$ cat src/rtl/cig_pkg.sv
// package for the processor core integration glue.
// assumes one 40 MHz system clock and an active-low asynchronous reset.
package cig_pkg;

  // core configuration
  localparam int NUM_IRQ        = 32;
  localparam int PRIO_BITS      = 3;
  localparam int PRIO_LSB       = 5;
  localparam int NUM_SYS_PRIO   = 12;
  localparam int FPB_LIT_CMP    = 2;
  localparam int FPB_INSTR_CMP  = 6;
  localparam int CLK_SYS_HZ     = 40_000_000;

  // interrupt controller type field: count of 32-line groups minus one
  localparam logic [4:0] INT_LINE_COUNT = 5'(NUM_IRQ / 32 - 1);

  // register byte offsets
  localparam logic [7:0] OFF_CTRL       = 8'h00;
  localparam logic [7:0] OFF_STATUS     = 8'h04;
  localparam logic [7:0] OFF_INT_TYPE   = 8'h08;
  localparam logic [7:0] OFF_AUX_FAULT  = 8'h0C;
  localparam logic [7:0] OFF_EVT_STATUS = 8'h10;
  localparam logic [7:0] OFF_EVT_CLEAR  = 8'h14;
  localparam logic [7:0] OFF_EVT_ENABLE = 8'h18;
  localparam logic [7:0] OFF_IRQ_PRIO   = 8'h20;
  localparam logic [7:0] OFF_SYS_PRIO   = 8'h40;
  localparam int         IRQ_PRIO_WORDS = 8;
  localparam int         SYS_PRIO_WORDS = 3;

  // field positions
  localparam int CTRL_SLEEP_EXIT_BIT  = 0;
  localparam int STAT_SINGLE_BOOT_BIT = 1 - 1;
  localparam int STAT_SLEEP_BIT       = 1;
  localparam int NUM_EVT              = 2;
  localparam int EVT_SLEEP_ENTRY      = 0;
  localparam int EVT_WAKE             = 1;

  // values after reset and counts
  localparam logic [31:0] RDATA_RESET      = 32'h0000_0000;
  localparam logic [31:0] AUX_FAULT_VALUE  = 32'h0000_0000;
  localparam logic [3:0]  SYS_RST_HOLD_CYC = 4'hC;

endpackage

$ cat src/rtl/cig_ctl_if.sv
// carrier between the glue top and its event and boot helpers.
// assumes all signals live in the system clock domain.
interface cig_ctl_if;
  logic [cig_pkg::NUM_EVT-1:0] evt_set;
  logic                        clr_wr;
  logic [cig_pkg::NUM_EVT-1:0] clr_data;
  logic                        en_wr;
  logic [cig_pkg::NUM_EVT-1:0] en_data;
  logic [cig_pkg::NUM_EVT-1:0] status;
  logic [cig_pkg::NUM_EVT-1:0] en;
  logic                        irq;
  logic                        boot_pin;
  logic                        single_boot;
  logic                        boot_done;

  modport top_side (
    output evt_set, clr_wr, clr_data, en_wr, en_data, boot_pin,
    input  status, en, irq, single_boot, boot_done
  );
  modport evt_side (
    input  evt_set, clr_wr, clr_data, en_wr, en_data,
    output status, en, irq
  );
  modport boot_side (
    input  boot_pin,
    output single_boot, boot_done
  );
endinterface

$ cat src/rtl/cig_evt.sv
// sticky event status with write-one-to-clear and an enable mask.
// assumes clear and enable writes are single-cycle strobes.
module cig_evt (
  input  wire logic     clk,
  input  wire logic     rst_n,
  cig_ctl_if.evt_side   ctl
);
  typedef struct packed {
    logic [cig_pkg::NUM_EVT-1:0] status;
    logic [cig_pkg::NUM_EVT-1:0] en;
  } cig_evt_st_t;

  cig_evt_st_t st;
  cig_evt_st_t next_st;

  always_comb begin
    next_st = st;
    // a new event in the clearing cycle survives the clear
    if (ctl.clr_wr) begin
      next_st.status = st.status & ~ctl.clr_data;
    end
    next_st.status = next_st.status | ctl.evt_set;
    if (ctl.en_wr) begin
      next_st.en = ctl.en_data;
    end
  end

  always_ff @(posedge clk or negedge rst_n) begin
    if (!rst_n) begin
      st <= '0;
    end else begin
      st <= next_st;
    end
  end

  assign ctl.status = st.status;
  assign ctl.en     = st.en;
  assign ctl.irq    = |(st.status & st.en);
endmodule

$ cat src/rtl/cig_boot.sv
// catches the boot-select level on the first edge after reset release.
// assumes the pin is stable around reset release.
module cig_boot (
  input  wire logic     clk,
  input  wire logic     rst_n,
  cig_ctl_if.boot_side  ctl
);
  typedef struct packed {
    logic done;
    logic single;
  } cig_boot_st_t;

  cig_boot_st_t st;
  cig_boot_st_t next_st;

  always_comb begin
    next_st = st;
    if (!st.done) begin
      next_st.done   = 1'b1;
      next_st.single = !ctl.boot_pin;
    end
  end

  // the pin is taken by a clocked edge, never by the reset itself
  always_ff @(posedge clk or negedge rst_n) begin
    if (!rst_n) begin
      st <= '0;
    end else begin
      st <= next_st;
    end
  end

  assign ctl.single_boot = st.single;
  assign ctl.boot_done   = st.done;
endmodule

$ cat src/rtl/cig_top.sv
// glue that joins the 32-bit processor core to the rest of the chip.
// assumes an Avalon-MM master on the system clock and a core whose
// sleep, reset, core_stuck_indication and event signals are synchronous to it.
module cig_top #(
  parameter int NUM_IRQ   = cig_pkg::NUM_IRQ,
  parameter int PRIO_BITS = cig_pkg::PRIO_BITS
) (
  input  wire logic                               CLK_SYS,
  input  wire logic                               RESETN,
  input  wire logic [7:0]                         AVS_ADDRESS,
  input  wire logic                               AVS_READ,
  input  wire logic                               AVS_WRITE,
  input  wire logic [31:0]                        AVS_WRITEDATA,
  input  wire logic [3:0]                         AVS_BYTEENABLE,
  output logic      [31:0]                        AVS_READDATA,
  output logic                                    AVS_WAITREQUEST,
  input  wire logic [NUM_IRQ-1:0]                 IRQ_IN,
  output logic      [NUM_IRQ-1:0]                 CORE_IRQ,
  output logic      [NUM_IRQ-1:0][PRIO_BITS-1:0]  CORE_IRQ_PRIO,
  output logic [cig_pkg::NUM_SYS_PRIO-1:0][PRIO_BITS-1:0] CORE_SYS_PRIO,
  output logic      [3:0]                         CFG_PRIO_BITS,
  output logic      [3:0]                         CFG_FPB_LIT_CMP,
  output logic      [3:0]                         CFG_FPB_INSTR_CMP,
  input  wire logic                               CORE_SYSTEM_RESET_REQUEST,
  output logic                                    SYS_RESET_N,
  input  wire logic                               CORE_STUCK_INDICATION,
  input  wire logic                               CORE_EVENT_OUT,
  output logic                                    CORE_EVENT_IN,
  input  wire logic                               WAIT_INTERRUPT_INSTRUCTION,
  input  wire logic                               HANDLER_EXIT,
  input  wire logic                               DEEP_SLEEP_REQUEST,
  output logic                                    CORE_SLEEP_INDICATION,
  input  wire logic                               DCODE_EXCL_REQ,
  output logic                                    DCODE_EXCL_OKAY,
  input  wire logic                               BOOT_PIN,
  output logic                                    SINGLE_BOOT,
  output logic                                    IRQ
);

  localparam logic [5:0] W_CTRL   = cig_pkg::OFF_CTRL[7:2];
  localparam logic [5:0] W_STATUS = cig_pkg::OFF_STATUS[7:2];
  localparam logic [5:0] W_TYPE   = cig_pkg::OFF_INT_TYPE[7:2];
  localparam logic [5:0] W_AUX    = cig_pkg::OFF_AUX_FAULT[7:2];
  localparam logic [5:0] W_EVT_ST = cig_pkg::OFF_EVT_STATUS[7:2];
  localparam logic [5:0] W_EVT_CL = cig_pkg::OFF_EVT_CLEAR[7:2];
  localparam logic [5:0] W_EVT_EN = cig_pkg::OFF_EVT_ENABLE[7:2];
  localparam logic [5:0] W_IPRIO  = cig_pkg::OFF_IRQ_PRIO[7:2];
  localparam logic [5:0] W_SPRIO  = cig_pkg::OFF_SYS_PRIO[7:2];

  typedef logic [3:0][PRIO_BITS-1:0] cig_prio4_t;

  typedef struct packed {
    logic                                           ack;
    logic [31:0]                                    rdata;
    logic [NUM_IRQ-1:0]                             core_irq;
    logic [NUM_IRQ-1:0][PRIO_BITS-1:0]              prio;
    logic [cig_pkg::NUM_SYS_PRIO-1:0][PRIO_BITS-1:0] sys_prio;
    logic                                           sleep_exit_en;
    logic                                           sleep;
    logic [3:0]                                     rst_cnt;
    logic                                           sys_rst_n;
  } cig_top_st_t;

  cig_top_st_t st;
  cig_top_st_t next_st;
  cig_ctl_if   ctl ();

  logic       req;
  logic       take;
  logic [5:0] word;

  // four priority fields packed into the top bits of each byte
  function automatic logic [31:0] prio_word(input cig_prio4_t f);
    logic [31:0] w;
    w = '0;
    for (int i = 0; i < 4; i++) begin
      w[i*8+cig_pkg::PRIO_LSB +: PRIO_BITS] = f[i];
    end
    return w;
  endfunction

  // byte-lane write of one field; the low bits of the byte are dropped
  function automatic logic [PRIO_BITS-1:0] prio_merge(
    input logic [PRIO_BITS-1:0] old,
    input logic [7:0]           data,
    input logic                 lane
  );
    return lane ? data[cig_pkg::PRIO_LSB +: PRIO_BITS] : old;
  endfunction

  cig_evt u_evt (
    .clk   (CLK_SYS),
    .rst_n (RESETN),
    .ctl   (ctl.evt_side)
  );

  cig_boot u_boot (
    .clk   (CLK_SYS),
    .rst_n (RESETN),
    .ctl   (ctl.boot_side)
  );

  // one wait state: the request is seen, then taken on the next edge
  assign req             = AVS_READ || AVS_WRITE;
  assign take            = req && st.ack;
  assign word            = AVS_ADDRESS[7:2];
  assign AVS_WAITREQUEST = req && !st.ack;
  assign ctl.boot_pin    = BOOT_PIN;

  always_comb begin
    logic [31:0] rd;
    rd                 = '0;
    next_st            = st;
    next_st.ack        = req && !st.ack;
    next_st.core_irq   = IRQ_IN;
    ctl.clr_wr         = 1'b0;
    ctl.clr_data       = AVS_WRITEDATA[cig_pkg::NUM_EVT-1:0];
    ctl.en_wr          = 1'b0;
    ctl.en_data        = AVS_WRITEDATA[cig_pkg::NUM_EVT-1:0];

    // read mux; unmapped words read as zero and ignore writes
    unique case (word)
      W_CTRL: begin
        rd[cig_pkg::CTRL_SLEEP_EXIT_BIT] = st.sleep_exit_en;
      end
      W_STATUS: begin
        rd[cig_pkg::STAT_SINGLE_BOOT_BIT] = ctl.single_boot;
        rd[cig_pkg::STAT_SLEEP_BIT]       = st.sleep;
      end
      W_TYPE: begin
        rd[4:0] = cig_pkg::INT_LINE_COUNT;
      end
      W_AUX: begin
        rd = cig_pkg::AUX_FAULT_VALUE;
      end
      W_EVT_ST: begin
        rd[cig_pkg::NUM_EVT-1:0] = ctl.status;
      end
      W_EVT_EN: begin
        rd[cig_pkg::NUM_EVT-1:0] = ctl.en;
      end
      default: begin
        rd = '0;
      end
    endcase

    // three implemented bits per interrupt field
    for (int i = 0; i < cig_pkg::IRQ_PRIO_WORDS; i++) begin
      if (word == W_IPRIO + 6'(i)) begin
        rd = prio_word(st.prio[4*i +: 4]);
        if (take && AVS_WRITE) begin
          for (int j = 0; j < 4; j++) begin
            next_st.prio[4*i+j] = prio_merge(st.prio[4*i+j],
              AVS_WRITEDATA[8*j +: 8], AVS_BYTEENABLE[j]);
          end
        end
      end
    end
    for (int i = 0; i < cig_pkg::SYS_PRIO_WORDS; i++) begin
      if (word == W_SPRIO + 6'(i)) begin
        rd = prio_word(st.sys_prio[4*i +: 4]);
        if (take && AVS_WRITE) begin
          for (int j = 0; j < 4; j++) begin
            next_st.sys_prio[4*i+j] = prio_merge(st.sys_prio[4*i+j],
              AVS_WRITEDATA[8*j +: 8], AVS_BYTEENABLE[j]);
          end
        end
      end
    end

    if (AVS_READ && !st.ack) begin
      next_st.rdata = rd;
    end

    if (take && AVS_WRITE && AVS_BYTEENABLE[0]) begin
      if (word == W_CTRL) begin
        next_st.sleep_exit_en =
          AVS_WRITEDATA[cig_pkg::CTRL_SLEEP_EXIT_BIT];
      end
      ctl.clr_wr = (word == W_EVT_CL);
      ctl.en_wr  = (word == W_EVT_EN);
    end

    // a pending interrupt wakes the core; deep sleep is not looked at
    if (|IRQ_IN) begin
      next_st.sleep = 1'b0;
    end else if (WAIT_INTERRUPT_INSTRUCTION ||
                 (HANDLER_EXIT && st.sleep_exit_en)) begin
      next_st.sleep = 1'b1;
    end
    ctl.evt_set                          = '0;
    ctl.evt_set[cig_pkg::EVT_SLEEP_ENTRY] = !st.sleep && next_st.sleep;
    ctl.evt_set[cig_pkg::EVT_WAKE]        = st.sleep && !next_st.sleep;

    // only the reset request counts; the stuck output never resets
    if (st.rst_cnt != 4'h0) begin
      next_st.rst_cnt = st.rst_cnt - 4'h1;
    end else if (CORE_SYSTEM_RESET_REQUEST) begin
      next_st.rst_cnt = cig_pkg::SYS_RST_HOLD_CYC;
    end
    next_st.sys_rst_n = (next_st.rst_cnt == 4'h0);
  end

  always_ff @(posedge CLK_SYS or negedge RESETN) begin
    if (!RESETN) begin
      st           <= '0;
      st.rdata     <= cig_pkg::RDATA_RESET;
      st.sys_rst_n <= 1'b1;
    end else begin
      st <= next_st;
    end
  end

  assign AVS_READDATA          = st.rdata;
  assign CORE_IRQ              = st.core_irq;
  assign CORE_IRQ_PRIO         = st.prio;
  assign CORE_SYS_PRIO         = st.sys_prio;
  assign CORE_SLEEP_INDICATION = st.sleep;
  assign SYS_RESET_N           = st.sys_rst_n;
  assign SINGLE_BOOT           = ctl.single_boot;
  assign IRQ                   = ctl.irq;
  assign CFG_PRIO_BITS         = 4'(PRIO_BITS);
  assign CFG_FPB_LIT_CMP       = 4'(cig_pkg::FPB_LIT_CMP);
  assign CFG_FPB_INSTR_CMP     = 4'(cig_pkg::FPB_INSTR_CMP);
  // events are not used: the input is held low, the output has no load
  assign CORE_EVENT_IN         = 1'b0;
  // no exclusive monitor, so an exclusive access never reports success
  assign DCODE_EXCL_OKAY       = 1'b0;
endmodule

$ cat config.mk
export PLATFORM = sky130hd
export DESIGN_NAME = cig_top
export DESIGN_NICKNAME = d
export VERILOG_FILES = /design/src/rtl/cig_pkg.sv /design/src/rtl/cig_ctl_if.sv /design/src/rtl/cig_evt.sv /design/src/rtl/cig_boot.sv /design/src/rtl/cig_top.sv
export SDC_FILE = /design/constraint.sdc
export NUM_CORES = 1
export LEC_CHECK = 0
export BUFFER_PORTS_ARGS = -buffer_cell sky130_fd_sc_hd__buf_2
export CORE_MARGIN = 5
export CORE_UTILIZATION = 52
export DETAILED_ROUTE_END_ITERATION = 7
export GPL_ROUTABILITY_DRIVEN = 0
export GPL_TIMING_DRIVEN = 0
export PLACE_DENSITY = 0.92
export SETUP_SLACK_MARGIN = 0.2
export SLEW_MARGIN = 40
export SYNTH_ARGS = -nofsm -noshare
export SYNTH_HDL_FRONTEND = slang
export SYNTH_SLANG_ARGS = --single-unit
$ cat constraint.sdc
create_clock -name CLK_SYS -period 2 [get_ports CLK_SYS]
set_input_delay 0.4 -clock CLK_SYS [delete_from_list [all_inputs] [get_ports CLK_SYS]]
set_output_delay 0.4 -clock CLK_SYS [all_outputs]
set_load 0.01 [all_outputs]
==> results of run 1 <==
## cells by family (layout without fill, tap and decap cells)
family	Yosys count	in the layout	share of synthesized area (%)
adders and majority gates	1	1	0.124
buffers and inverters	258	539	17.6
DFF	192	192	47.5
other	2	33	0.0742
AOI/OAI and AO/OA	122	122	8.46
muxes	157	157	17.6
and+or+nand+nor	168	168	8.62
## synthesized netlist by cell type, types with 8 or more instances
library cell,count,share of area (%)
mux2i_1,10,0.99
inv_1,8,0.30
a22o_1,9,0.78
o21ai_0,26,1.3
buf_2,8,0.40
nor2_1,47,1.7
nand3_1,15,0.74
dfrtp_1,191,47
clkbuf_1,28,1.0
buf_4,211,16
a21oi_1,21,1.0
nand2_1,45,1.7
mux2_2,145,16
nor4_1,11,0.68
o22ai_1,8,0.49
## area by class of cell
class / count / share of cell area [%]
buffer: 250 / 14.1
clock buffer: 22 / 3.61
clock inverter: 9 / 1.23
inverter: 8 / 0.234
multi-input combinational: 481 / 30.5
sequential: 192 / 37.4
tap: 265 / 2.58
timing repair buffer: 250 / 10.3
## per-layer routing
layer | vias up | wire length (um)
met3 | 103 | 3460
met4 | 2 | 1240
met2 | 534 | 16000
met1 | 3967 | 11200
li1 | 3536 | -
met5 | - | 7
## registers in the layout (all words and copies together) (netlist names)
| signal | count |
|---|---|
| CORE_IRQ_PRIO | 96 |
| CORE_SYS_PRIO | 36 |
| CORE_IRQ | 32 |
| AVS_READDATA | 14 |
| st | 6 |
| u_evt.ctl.en | 2 |
| u_evt.ctl.status | 2 |
| CORE_SLEEP_INDICATION | 1 |
| SYS_RESET_N | 1 |
| u_boot.ctl.boot_done | 1 |
| u_boot.ctl.single_boot | 1 |
## worst max-delay path: stages
cell,delay (ns)
buf_2,0.18
or3b_4,0.47
nor2_4,0.32
nand2_4,0.18
nor2_4,0.19
mux2_2,0.36
## power groups by stage
stage	Combinational, W	Sequential (W)	Clock [W]
2_1_floorplan	0.00101	0.00434	0
3_3_place_gp	0.00152	0.00441	0
3_5_place_dp	0.00159	0.00442	0
4_1_cts	0.00162	0.00435	0.00365
5_1_grt	0.00179	0.00438	0.00384
6_report	0.00165	0.00436	0.00363
## placed cells by master (no fill, tap or decap), drive strengths merged, types with 4 or more instances in the layout
cell type and instances:
and3 7, nor4 11, a22oi 4, a211oi 7
a22o 9, nor2 51, nor2b 7, nand4 6
nand3 15, o2bb2ai 4, dfrtp 191, o21a 4
inv 8, a222oi 4, or3 4, a21oi 21
a221oi 4, o31ai 6, mux2 145, bufinv 4
nor3 6, o22ai 8, clkbuf 53, conb 33
o21ai 26, o221ai 6, buf 468, mux2i 10
nand2 45, a221o 4, nand2b 4
## timing repair
item / in CTS / in global routing
hold buffers: 1 / 0
endpoints found under the setup margin: 131 / 89
pin swaps: 1 / 2
hold endpoints to repair: 47 / 0
buffers inserted: 4 / 0
cloned: 0 / 0
resized for setup: 23 / 29
## metrics by stage
| stage | instances | cell area (um2) | TNS [ns] | hold slack, ns | util, % |
|---|---|---|---|---|---|
| CTS | 1477 | 12800 | 0 | 0.0682 | 66.1 |
| global placement | 1439 | 12000 | -516.20 | 0.434 | 61.9 |
| finish | 1477 | 12800 | 0 | 0.0838 | 66.4 |
| floorplan | 931 | 10400 | 0 | 0.104 | - |
| detailed placement | 1441 | 12000 | -50.16 | 0.343 | 62.3 |
| global route | 1477 | 12800 | 0 | 0.0679 | 66.4 |
## final timing paths
path	to	cells past startpoint	slack (ns)	startpoint
worst min-delay path	CORE_IRQ[28]$_DFF_PN0_	1	0.08	IRQ_IN[28]
worst min register to register	u_boot.ctl.single_boot$_DFFE_PN0N_	1	0.45	u_boot.ctl.boot_done$_DFF_PN0_
max in group asynchronous	CORE_IRQ[24]$_DFF_PN0_	3	0.82	RESETN
worst max-delay path	CORE_IRQ_PRIO[18]$_DFFE_PN0P_	6	0.20	AVS_ADDRESS[6]
worst max register to register	AVS_READDATA[6]$_DFFE_PN0P_	7	0.23	st[203]$_DFF_PN0_
min in group asynchronous	CORE_IRQ_PRIO[21]$_DFFE_PN0P_	2	0.45	RESETN
==> tab_implementation.tex, run 1 <==
\begin{tabular}{lr}
\hline
Metric & Value \\
\hline
\multicolumn{2}{l}{\textbf{Clock network}} \\
CTS tree & yes \\
Number of CTS-inserted buffers & 17 \\
Clock root buffer master & clkbuf\_16 \\
Buffer levels on the longest clock path & 2 \\
Clock transition at the registers of the reported paths & 0.07 ns \\
Clock insertion delay at the later pin of the skew report & 0.44 ns \\
Htree depth & 4 \\
Clock sink count & between 150 and 200 \\
\multicolumn{2}{l}{\textbf{Floorplanning}} \\
Initial standard-cell utilization of the core & 52.3\% \\
Width of the chip & 149 um \\
Top-level port count & $\sim$300 \\
Placeable core region & 19,300 um2 \\
Chip Height & 149 um \\
Total die area & 22,300 um2 \\
Row count & 51 \\
\multicolumn{2}{l}{\textbf{Power and ir drop}} \\
Net switching power & 0.00256 W \\
Internal Dissipation & 0.00708 W \\
Peak supply drop & between 0.6 and 0.7 mV \\
PnR Total Power & 0.00964 W \\
PwrDens & 750 nW/um2 \\
Combinational share of power & 17.1\% \\
Net Sw Frac & between 20\% and 30\% \\
Clock Power Share & 37.7\% \\
Leakage power of the design & 6.86 nW \\
Part of the total power dissipated in sequential elements & a little under half \\
\multicolumn{2}{l}{\textbf{Global routing}} \\
Peak-usage layer in the global routing report & met2 \\
Leftover overflow at the end of global routing & 0 \\
Met2 GRT Util & slightly below 50\% \\
Wire length of the first global-routing pass & 47,300 um \\
Met3 track demand over resource in global routing & 7.96\% \\
Maximum number of pins on one net before global-route repair & a little over 80 \\
Via count of the first global-routing pass & roughly 8,300 \\
Global routing met1 resource utilization & 33.2\% \\
Overall track demand over capacity in global routing & 28.3\% \\
Number of antenna violations at the first check in global routing & 1 \\
\multicolumn{2}{l}{\textbf{Setup path}} \\
Required arrival time at the worst endpoint & 2.32 ns \\
CP startpoint kind & input port \\
Critical path type & in -> reg \\
Signal arrival time at the worst endpoint & 2.11 ns \\
Maximum net fanout on the critical path & 9 \\
Crit path capture type & flip-flop \\
\multicolumn{2}{l}{\textbf{Outcome}} \\
Outcome & completed \\
\multicolumn{2}{l}{\textbf{Cells and area}} \\
Register area & 4810 um2 \\
\# diodes & 0 \\
Number of filler cells placed in the layout & 1,462 \\
Number of nets at the end of the flow & 1,289 \\
Area grow syn2layout & 26.9\% \\
Footprint of the multi-input gates & slightly below 4000 um2 \\
Fraction of layout cells with a size suffix above 1 & 59.0\% \\
\multicolumn{2}{l}{\textbf{Placement}} \\
Worst setup timing slack at the placement stage & -0.616 ns \\
Count of buffers from port buffering & 243 \\
Detail Placement HPWL & 23,700 um \\
\multicolumn{2}{l}{\textbf{Yosys}} \\
Number of synthesized register bits & 192 \\
Async S/R FF share, synth & 100\% \\
Count of different cell masters after synthesis & 55 \\
Most used flip-flop cell after synthesis & dfrtp\_1 \\
Post-synthesis sequential area ratio & 47.5\% \\
Number of instances in the synthesized netlist & 900 \\
Mapped Area & about 10,000 um2 \\
Post-synth EDFFs & 0 \\
Per-instance average area after synthesis & 11.2 um2 \\
Synth warn & 0 \\
\multicolumn{2}{l}{\textbf{Flow run}} \\
Max-capacitance violation count & 0 \\
\multicolumn{2}{l}{\textbf{STA}} \\
Final max-slew violation count & 0 \\
Relative slew margins & 57.7\% \\
Minimum clock period after layout & about 1.8 ns \\
Final worst slack & 0.204 ns \\
Maximum clock frequency & 557 MHz \\
Final clock period utilization by the worst path & between 80\% and 90\% \\
Worst Skew & 0.00756 ns \\
Hold violation total from the final report & 0 \\
Slew at the pin with the worst max-slew slack & 0.635 ns \\
Final number of setup-violating endpoints & 0 \\
Setup repair after global routing missed its margin & true \\
\multicolumn{2}{l}{\textbf{Drt}} \\
DR pass1 iterations & 7 \\
Initial drt markers & 848 \\
Routed via count divided by cell count & $\sim$5.5 \\
Vias & 8,142 \\
Remaining routing DRC violations & 0 \\
WL final & $\sim$32,000 um \\
Routed length per instance & $\sim$22 um \\
Antenna Nets Post-Route & 0 \\
\multicolumn{2}{l}{\textbf{Min path}} \\
Worst hold path class & in -> reg \\
\hline
\end{tabular}
Note: power is estimated with default switching activity, not from simulation.
==> run 2: changes to the inputs <==
- ABC_AREA: default -> 1
- CELL_PAD_IN_SITES_DETAIL_PLACEMENT: default -> 1
- CELL_PAD_IN_SITES_GLOBAL_PLACEMENT: default -> 2
- CORE_UTILIZATION: 52 -> 29
- GPL_ROUTABILITY_DRIVEN: 0 -> default
- PLACE_DENSITY: 0.92 -> 0.91
==> tab_implementation.tex, run 2 <==
\begin{tabular}{lr}
\hline
Metric & Value \\
\hline
\multicolumn{2}{l}{\textbf{Clock network}} \\
Clock insertion delay at the later pin of the skew report & 0.43 ns (about the same) \\
Clock root buffer master & clkbuf\_16 \\
Number of CTS-inserted buffers & 17 (unchanged) \\
Clock transition at the registers of the reported paths & 0.08 ns (about the same) \\
Buffer levels on the longest clock path & 2 (unchanged) \\
CTS tree & yes \\
Htree depth & 4 (unchanged) \\
Clock sink count & 192 (unchanged) \\
\multicolumn{2}{l}{\textbf{Floorplanning}} \\
Placeable core region & 33,400 um2 (+73\%) \\
Initial standard-cell utilization of the core & 29.3\% (-23 points) \\
Row count & 67 (+31\%) \\
Top-level port count & 303 (unchanged) \\
Chip Height & 194 um (+30\%) \\
Width of the chip & 194 um (+30\%) \\
Total die area & 37,500 um2 (+68\%) \\
\multicolumn{2}{l}{\textbf{Cells and area}} \\
Number of flip-flops in the largest register & 96 (unchanged) \\
Fraction of layout cells with a size suffix above 1 & 36.4\% (-23 points) \\
Most frequent standard cell in the layout excluding fill and tap cells & nand2\_1 \\
Area grow syn2layout & 27.2\% \\
Count of non-filler cells in the finished layout & 1,942 (+31\%) \\
Top library cells by usage in the layout, fill and taps aside & 333 x nand2\_1, 250 x buf\_2, 217 x buf\_4, 191 x dfrtp\_1, 148 x o21ai\_0 \\
Number of nets at the end of the flow & 1,569 (+22\%) \\
\multicolumn{2}{l}{\textbf{Global routing}} \\
Overall track demand over capacity in global routing & 17.1\% (-11 points) \\
Via count of the first global-routing pass & 9,129 (+10\%) \\
Leftover overflow at the end of global routing & 0 (unchanged) \\
Number of antenna violations at the first check in global routing & 1 (unchanged) \\
Maximum number of pins on one net before global-route repair & 63 (-22\%) \\
Wire length of the first global-routing pass & 51,200 um (+8.3\%) \\
\multicolumn{2}{l}{\textbf{Min path}} \\
Worst hold path class & in -> reg \\
Startpoint of the lowest-slack hold path & IRQ\_IN[29] \\
\multicolumn{2}{l}{\textbf{Yosys}} \\
Most frequently used cell type in the post-synthesis netlist & nand2\_1 \\
Mapped Area & 9790 um2 (-3.2\%) \\
Number of synthesized register bits & 192 (unchanged) \\
Post-synthesis sequential area ratio & 49.1\% (+1.6 points) \\
Cell types occupying the most area after synthesis & dfrtp\_1 49\%, buf\_4 16\%, nand2\_1 13\%, o21ai\_0 7.6\%, inv\_1 2.9\% \\
Synth warn & 0 (unchanged) \\
Most frequent cells after synthesis & 334 x nand2\_1, 215 x buf\_4, 191 x dfrtp\_1 \\
Per-instance average area after synthesis & 8.31 um2 (-26\%) \\
Async S/R FF share, synth & 100\% (unchanged) \\
Most used flip-flop cell after synthesis & dfrtp\_1 \\
Post-synth EDFFs & 0 (unchanged) \\
Fraction of post-synthesis cell area in the top cell type by area & 48.8\% (+1.6 points) \\
Number of instances in the synthesized netlist & 1,178 (+31\%) \\
Count of different cell masters after synthesis & 31 (-44\%) \\
Cell taking the most area after synthesis & dfrtp\_1 \\
\multicolumn{2}{l}{\textbf{Placement}} \\
Final Wtd Congestion & around 0.81 \\
Detail Placement HPWL & 26,100 um (+10\%) \\
Worst setup timing slack at the placement stage & -0.295 ns (+0.320 ns) \\
Dpl cells & 1,906 (+32\%) \\
Count of buffers from port buffering & 246 (+1.2\%) \\
\multicolumn{2}{l}{\textbf{STA}} \\
Final number of setup-violating endpoints & 0 (unchanged) \\
Final clock period utilization by the worst path & 84.4\% (-5.4 points) \\
Worst Skew & 0.00974 ns (+0.00219 ns) \\
Slew at the pin with the worst max-slew slack & 0.712 ns (+0.0770 ns) \\
Final max-slew violation count & 0 (unchanged) \\
Maximum clock frequency & 592 MHz (+6.4\%) \\
Relative slew margins & 52.5\% (-5.1 points) \\
Hold violation total from the final report & 0 (unchanged) \\
Minimum clock period after layout & 1.69 ns (-0.108 ns) \\
Final worst slack & 0.312 ns (+0.108 ns) \\
Setup repair after global routing missed its margin & true \\
\multicolumn{2}{l}{\textbf{Drt}} \\
Remaining routing DRC violations & 0 (unchanged) \\
Vias & 8,381 (+2.9\%) \\
Routed length per instance & 16.7 um (-23\%) \\
Routed via count divided by cell count & 4.32 (-22\%) \\
Initial drt markers & 332 (-61\%) \\
Antenna Nets Post-Route & 0 (unchanged) \\
DR pass1 iterations & 4 (-3) \\
WL final & 32,500 um (+1.7\%) \\
\multicolumn{2}{l}{\textbf{Setup path}} \\
Crit path capture type & flip-flop \\
Worst r2r path cells & 7 (unchanged) \\
Maximum net fanout on the critical path & 10 (+1) \\
Required arrival time at the worst endpoint & 2.38 ns (+0.06 ns) \\
Reg2Reg Setup Slack & 0.32 ns (+0.09 ns) \\
Timing endpoint of the critical path & AVS\_READDATA[30]\$\_DFFE\_PN0P\_ \\
Crit path from & AVS\_ADDRESS[5] \\
Terminus of the critical flop-to-flop path & AVS\_READDATA[29]\$\_DFFE\_PN0P\_ \\
Signal arrival time at the worst endpoint & 2.06 ns (-0.05 ns) \\
Startpoint of the worst register-to-register path & st[203]\$\_DFF\_PN0\_ \\
Critical path type & in -> reg \\
CP startpoint kind & input port \\
\multicolumn{2}{l}{\textbf{Power and ir drop}} \\
Leakage power of the design & 6.69 nW (-2.5\%) \\
Peak supply drop & 0.559 mV (-11\%) \\
PwrDens & 735 nW/um2 (-2.1\%) \\
PnR Total Power & 0.00915 W (-5.1\%) \\
\multicolumn{2}{l}{\textbf{Flow run}} \\
Max-capacitance violation count & 0 (unchanged) \\
\multicolumn{2}{l}{\textbf{Outcome}} \\
Outcome & completed \\
\hline
\end{tabular}
[run 2: worst max-delay path: stages]
cell and delay (ns):
buf_2 0.14, inv_2 0.05, nor2_1 0.41, nand2_2 0.31, nor2_1 0.17, nor2_1 0.07, nand3_1 0.10, nand2_1 0.07
nand3_1 0.09, nand2_1 0.06, nand2_1 0.05, nand2_1 0.05, nand2_1 0.07
[run 2: layout make-up]
type	instances	area, um2
clock buffer	21	460
sequential	192	4810
multi-input combinational	691	3100
inverter	86	323
timing repair buffer	252	1340
fill	4138	21000
clock inverter	11	129
buffer	240	1730
tap	448	561
antenna	1	2.50
[run 2: routing by layer]
metal  track usage, %  vias up  part of all wire (%)
met5                0        -                     0
met4             3.67        0                  0.94
met3             2.81       18                   4.3
met2             31.1      183                    51
met1             21.5     4066                    43
li1                 -     4114                     -
[run 2: through the flow]
stage / util, % / hold WS (ns) / instance area (um2) / setup TNS [ns]
after floorplan: - / 0.104 / 9910 / 0
after global placement: 35.0 / 0.429 / 11700 / -545.85
after detailed placement: 35.2 / 0.317 / 11800 / -9.18
after CTS: 37.1 / 0.0647 / 12400 / 0
after global routing: 37.2 / 0.0562 / 12400 / 0
final: 37.2 / 0.0795 / 12400 / 0
[run 2: logic make-up after synthesis]
kind of cell / share of synthesized area [%]
flip-flops: 49.1
AND/OR/NAND/NOR: 20.7
adder cells (fa/ha/maj): 0.128
buffers and inverters: 20.8
other: 0.0767
AO/OA/AOI/OAI: 9.20
[run 2: what timing repair did]
action                                 CTS  global route
buffers inserted                         0             2
gates resized for setup                  5            16
setup endpoints to repair               75           106
endpoints found under the hold margin   39             0
hold buffers                             1             0
pin swaps                                0             2
[run 2: where the power goes]
part / switching [W] / internal, W / total, W
registers: 0.000177 / 0.00412 / 0.00430
logic: 0.000746 / 0.000594 / 0.00134
clock network: 0.00159 / 0.00192 / 0.00351
total: 0.00251 / 0.00664 / 0.00915
[run 2: how the worst min path moves through the flow]
| stage | endpoint | slack, ns | cells past startpoint |
|---|---|---|---|
| floorplan | AVS_READDATA[0]$_DFFE_PN0P_ | 0.10 | 0 |
| global placement | u_boot.ctl.single_boot$_DFFE_PN0N_ | 0.43 | 1 |
| detailed placement | st[1]$_DFF_PN0_ | 0.32 | 1 |
| CTS | CORE_IRQ[31]$_DFF_PN0_ | 0.06 | 1 |
| global route | CORE_IRQ[25]$_DFF_PN0_ | 0.06 | 1 |
| finish | CORE_IRQ[29]$_DFF_PN0_ | 0.08 | 1 |
==> run 3: changes to the inputs <==
- ABC_AREA: 1 -> 0
- CORE_UTILIZATION: 29 -> 33
- PLACE_DENSITY: 0.91 -> 0.93
- clock period: 2 -> 1.57 ns (I/O delays scaled with it)
==> tab_implementation.tex, run 3 (synthesis results as in run 1) <==
\begin{tabular}{lr}
\hline
Metric & Value \\
\hline
\multicolumn{2}{l}{\textbf{Placement}} \\
Final Wtd Congestion & 0.816 (+0.58\%) \\
Worst setup timing slack at the placement stage & -1.03 ns (-0.733 ns) \\
Count of buffers from port buffering & 243 (-1.2\%) \\
Detail Placement HPWL & 27,900 um (+6.6\%) \\
Area post-placement & 12,400 um2 (+5.4\%) \\
\multicolumn{2}{l}{\textbf{STA}} \\
Slew at the pin with the worst max-slew slack & 0.640 ns (-0.0715 ns) \\
Hold violation total from the final report & 0 (unchanged) \\
Maximum clock frequency & $\sim$600 MHz \\
Worst Skew & 0.0213 ns (+0.0116 ns) \\
Final max-slew violation count & 0 (unchanged) \\
Minimum clock period after layout & 1.67 ns \\
Relative slew margins & 57.3\% (+4.8 points) \\
Final hold slack & 0.0550 ns (-0.0245 ns) \\
Final clock period utilization by the worst path & 106\% \\
Final worst slack & -0.0977 ns (-0.409 ns) \\
Final number of setup-violating endpoints & 29 (+29) \\
Setup repair after global routing missed its margin & true \\
\multicolumn{2}{l}{\textbf{Outcome}} \\
Violated checks & negative setup slack \\
Outcome & finished, violations left \\
\multicolumn{2}{l}{\textbf{Setup path}} \\
Required arrival time at the worst endpoint & 1.92 ns (-0.46 ns) \\
CP startpoint kind & flip-flop \\
Crit path capture type & flip-flop \\
Crit path from & CORE\_IRQ\_PRIO[0]\$\_DFFE\_PN0P\_ \\
Crit path max-delay cell type & a222oi\_1 \\
Maximum net fanout on the critical path & 3 (-7) \\
Signal arrival time at the worst endpoint & 2.02 ns (-0.04 ns) \\
Largest stage delay, worst path & 0.42 ns (about the same) \\
Startpoint of the worst register-to-register path & CORE\_IRQ\_PRIO[0]\$\_DFFE\_PN0P\_ \\
List of cells traversed by the critical path & mux2\_4, a222oi\_1, o21ai\_1, a31o\_2 \\
Critical path type & reg -> reg \\
\multicolumn{2}{l}{\textbf{Global routing}} \\
Number of antenna violations at the first check in global routing & 2 (+1) \\
Maximum number of pins on one net before global-route repair & 60 (-4.8\%) \\
Via count of the first global-routing pass & 9,797 (+7.3\%) \\
Overall track demand over capacity in global routing & 24.0\% (+6.9 points) \\
Wire length of the first global-routing pass & 61,300 um (+20\%) \\
Leftover overflow at the end of global routing & 0 (unchanged) \\
\multicolumn{2}{l}{\textbf{Drt}} \\
Routed via count divided by cell count & 5.25 (+22\%) \\
Initial drt markers & 773 (+130\%) \\
Routed length per instance & 27.0 um (+62\%) \\
Vias & 9,540 (+14\%) \\
DR pass1 iterations & 5 (+1) \\
Antenna Nets Post-Route & 0 (unchanged) \\
Remaining routing DRC violations & 0 (unchanged) \\
WL final & 49,100 um (+51\%) \\
\multicolumn{2}{l}{\textbf{Cells and area}} \\
Number of nets at the end of the flow & 1,496 (-4.7\%) \\
Number of flip-flops in the largest register & 96 (unchanged) \\
Core utilization of the finished layout & 57.9\% (+21 points) \\
Most frequent standard cell in the layout excluding fill and tap cells & buf\_6 \\
Top library cells by usage in the layout, fill and taps aside & 369 x buf\_6, 194 x buf\_4, 184 x dfrtp\_1, 91 x mux2\_4, 62 x buf\_2 \\
Fraction of layout cells with a size suffix above 1 & 68.2\% (+32 points) \\
Non-Filler Cell Area, Final & 17,600 um2 (+41\%) \\
Area grow syn2layout & 74.1\% \\
\multicolumn{2}{l}{\textbf{Floorplanning}} \\
Width of the chip & 185 um (-4.5\%) \\
Initial standard-cell utilization of the core & 33.2\% (+4.0 points) \\
Total die area & 34,300 um2 (-8.7\%) \\
Row count & 64 (-4.5\%) \\
Top-level port count & 303 (unchanged) \\
Chip Height & 185 um (-4.5\%) \\
Placeable core region & 30,400 um2 (-9.0\%) \\
\multicolumn{2}{l}{\textbf{Power and ir drop}} \\
Peak supply drop & 0.758 mV (+35\%) \\
Clock Power Share & 33.8\% (-4.6 points) \\
Internal Dissipation & 0.00981 W (+48\%) \\
Part of the total power dissipated in sequential elements & 39.7\% (-7.3 points) \\
Net Sw Frac & 30.6\% (+3.1 points) \\
Leakage power of the design & 8.73 nW (+30\%) \\
Combinational share of power & 26.5\% (+12 points) \\
PnR Total Power & 0.0141 W (+54\%) \\
Net switching power & 0.00432 W (+72\%) \\
PwrDens & 802 nW/um2 (+9.2\%) \\
\multicolumn{2}{l}{\textbf{Clock network}} \\
Clock root buffer master & clkbuf\_16 \\
Htree depth & 4 (unchanged) \\
CTS tree & yes \\
Buffer levels on the longest clock path & 2 (unchanged) \\
Clock sink count & 192 (unchanged) \\
Clock insertion delay at the later pin of the skew report & 0.47 ns (+0.04 ns) \\
Number of CTS-inserted buffers & 17 (unchanged) \\
Clock transition at the registers of the reported paths & 0.08 ns (about the same) \\
\multicolumn{2}{l}{\textbf{Min path}} \\
Startpoint of the lowest-slack hold path & BOOT\_PIN \\
Worst hold path class & in -> reg \\
\multicolumn{2}{l}{\textbf{Flow run}} \\
Max-capacitance violation count & 0 (unchanged) \\
\hline
\end{tabular}
run 3: cell count changes in the layout (fill, tap and decap cells not counted), sizes merged, moves of 32 or more:
cell / previous run / this run
o21ai: 149 / 26
nand2: 340 / 45
mux2: 0 / 145
dlygate4sd3: 1 / 33
buf: 471 / 649
inv: 88 / 13
run 3: critical path, delay by kind of cell, from the launching register on:
family,cells,cell delay [ns]
AO/OA/AOI/OAI,3,0.84
flip-flops,1,0.41
multiplexers,1,0.30
run 3: cell type report:
| cell class | instances | area [um2] |
|---|---|---|
| fill | 3067 | 12800 |
| sequential | 192 | 4810 |
| multi-input combinational | 483 | 4740 |
| timing repair buffer | 455 | 4250 |
| buffer | 250 | 2660 |
| tap | 396 | 495 |
| clock buffer | 18 | 439 |
| clock inverter | 14 | 175 |
| inverter | 8 | 30.0 |
| antenna | 2 | 5.00 |
run 3: what timing repair did:
action	in CTS	in global routing
cloned	3	4
setup buffers	91	80
endpoints found under the setup margin	338	338
gates resized for setup	339	348
hold buffers	33	0
pin swaps	26	53
hold endpoints to repair	64	0
run 3: path summary, 6_finish.rpt:
check                      cells after the start                            endpoint  slack, ns
setup / recovery                               4         AVS_READDATA[5]$_DFFE_PN0P_       -0.1
hold / removal                                 2  u_boot.ctl.single_boot$_DFFE_PN0N_       0.06
setup reg to reg                               4         AVS_READDATA[5]$_DFFE_PN0P_       -0.1
hold reg to reg                                1  u_boot.ctl.single_boot$_DFFE_PN0N_       0.50
max in group asynchronous                      4               SYS_RESET_N$_DFF_PN1_       0.36
min in group asynchronous                      2              CORE_IRQ[11]$_DFF_PN0_       0.32
run 3: stage by stage:
stage	setup TNS, ns	instances
CTS	-0.573	1732
global placement	-646.48	1570
finish	-0.758	1818
detailed placement	-79.06	1573
global route	-2.05	1818
floorplan	-15.52	931
run 3: power by group through the flow:
stage | clock (W) | combinational, W | sequential [W]
after floorplan | 0 | 0.00132 | 0.00553
after global placement | 0 | 0.00204 | 0.00563
after detailed placement | 0 | 0.00214 | 0.00565
after CTS | 0.00477 | 0.00286 | 0.00554
after global routing | 0.00501 | 0.00395 | 0.00563
final | 0.00478 | 0.00375 | 0.00560
run 3: metal layers:
metal  track usage (%)  vias to the layer above  share of wire [%]
met4              8.57                        0                4.8
met5                 0                        -                  0
li1                  -                     3949                  -
met1              28.0                     4902                 36
met3              5.46                      147                7.3
met2              43.3                      542                 52
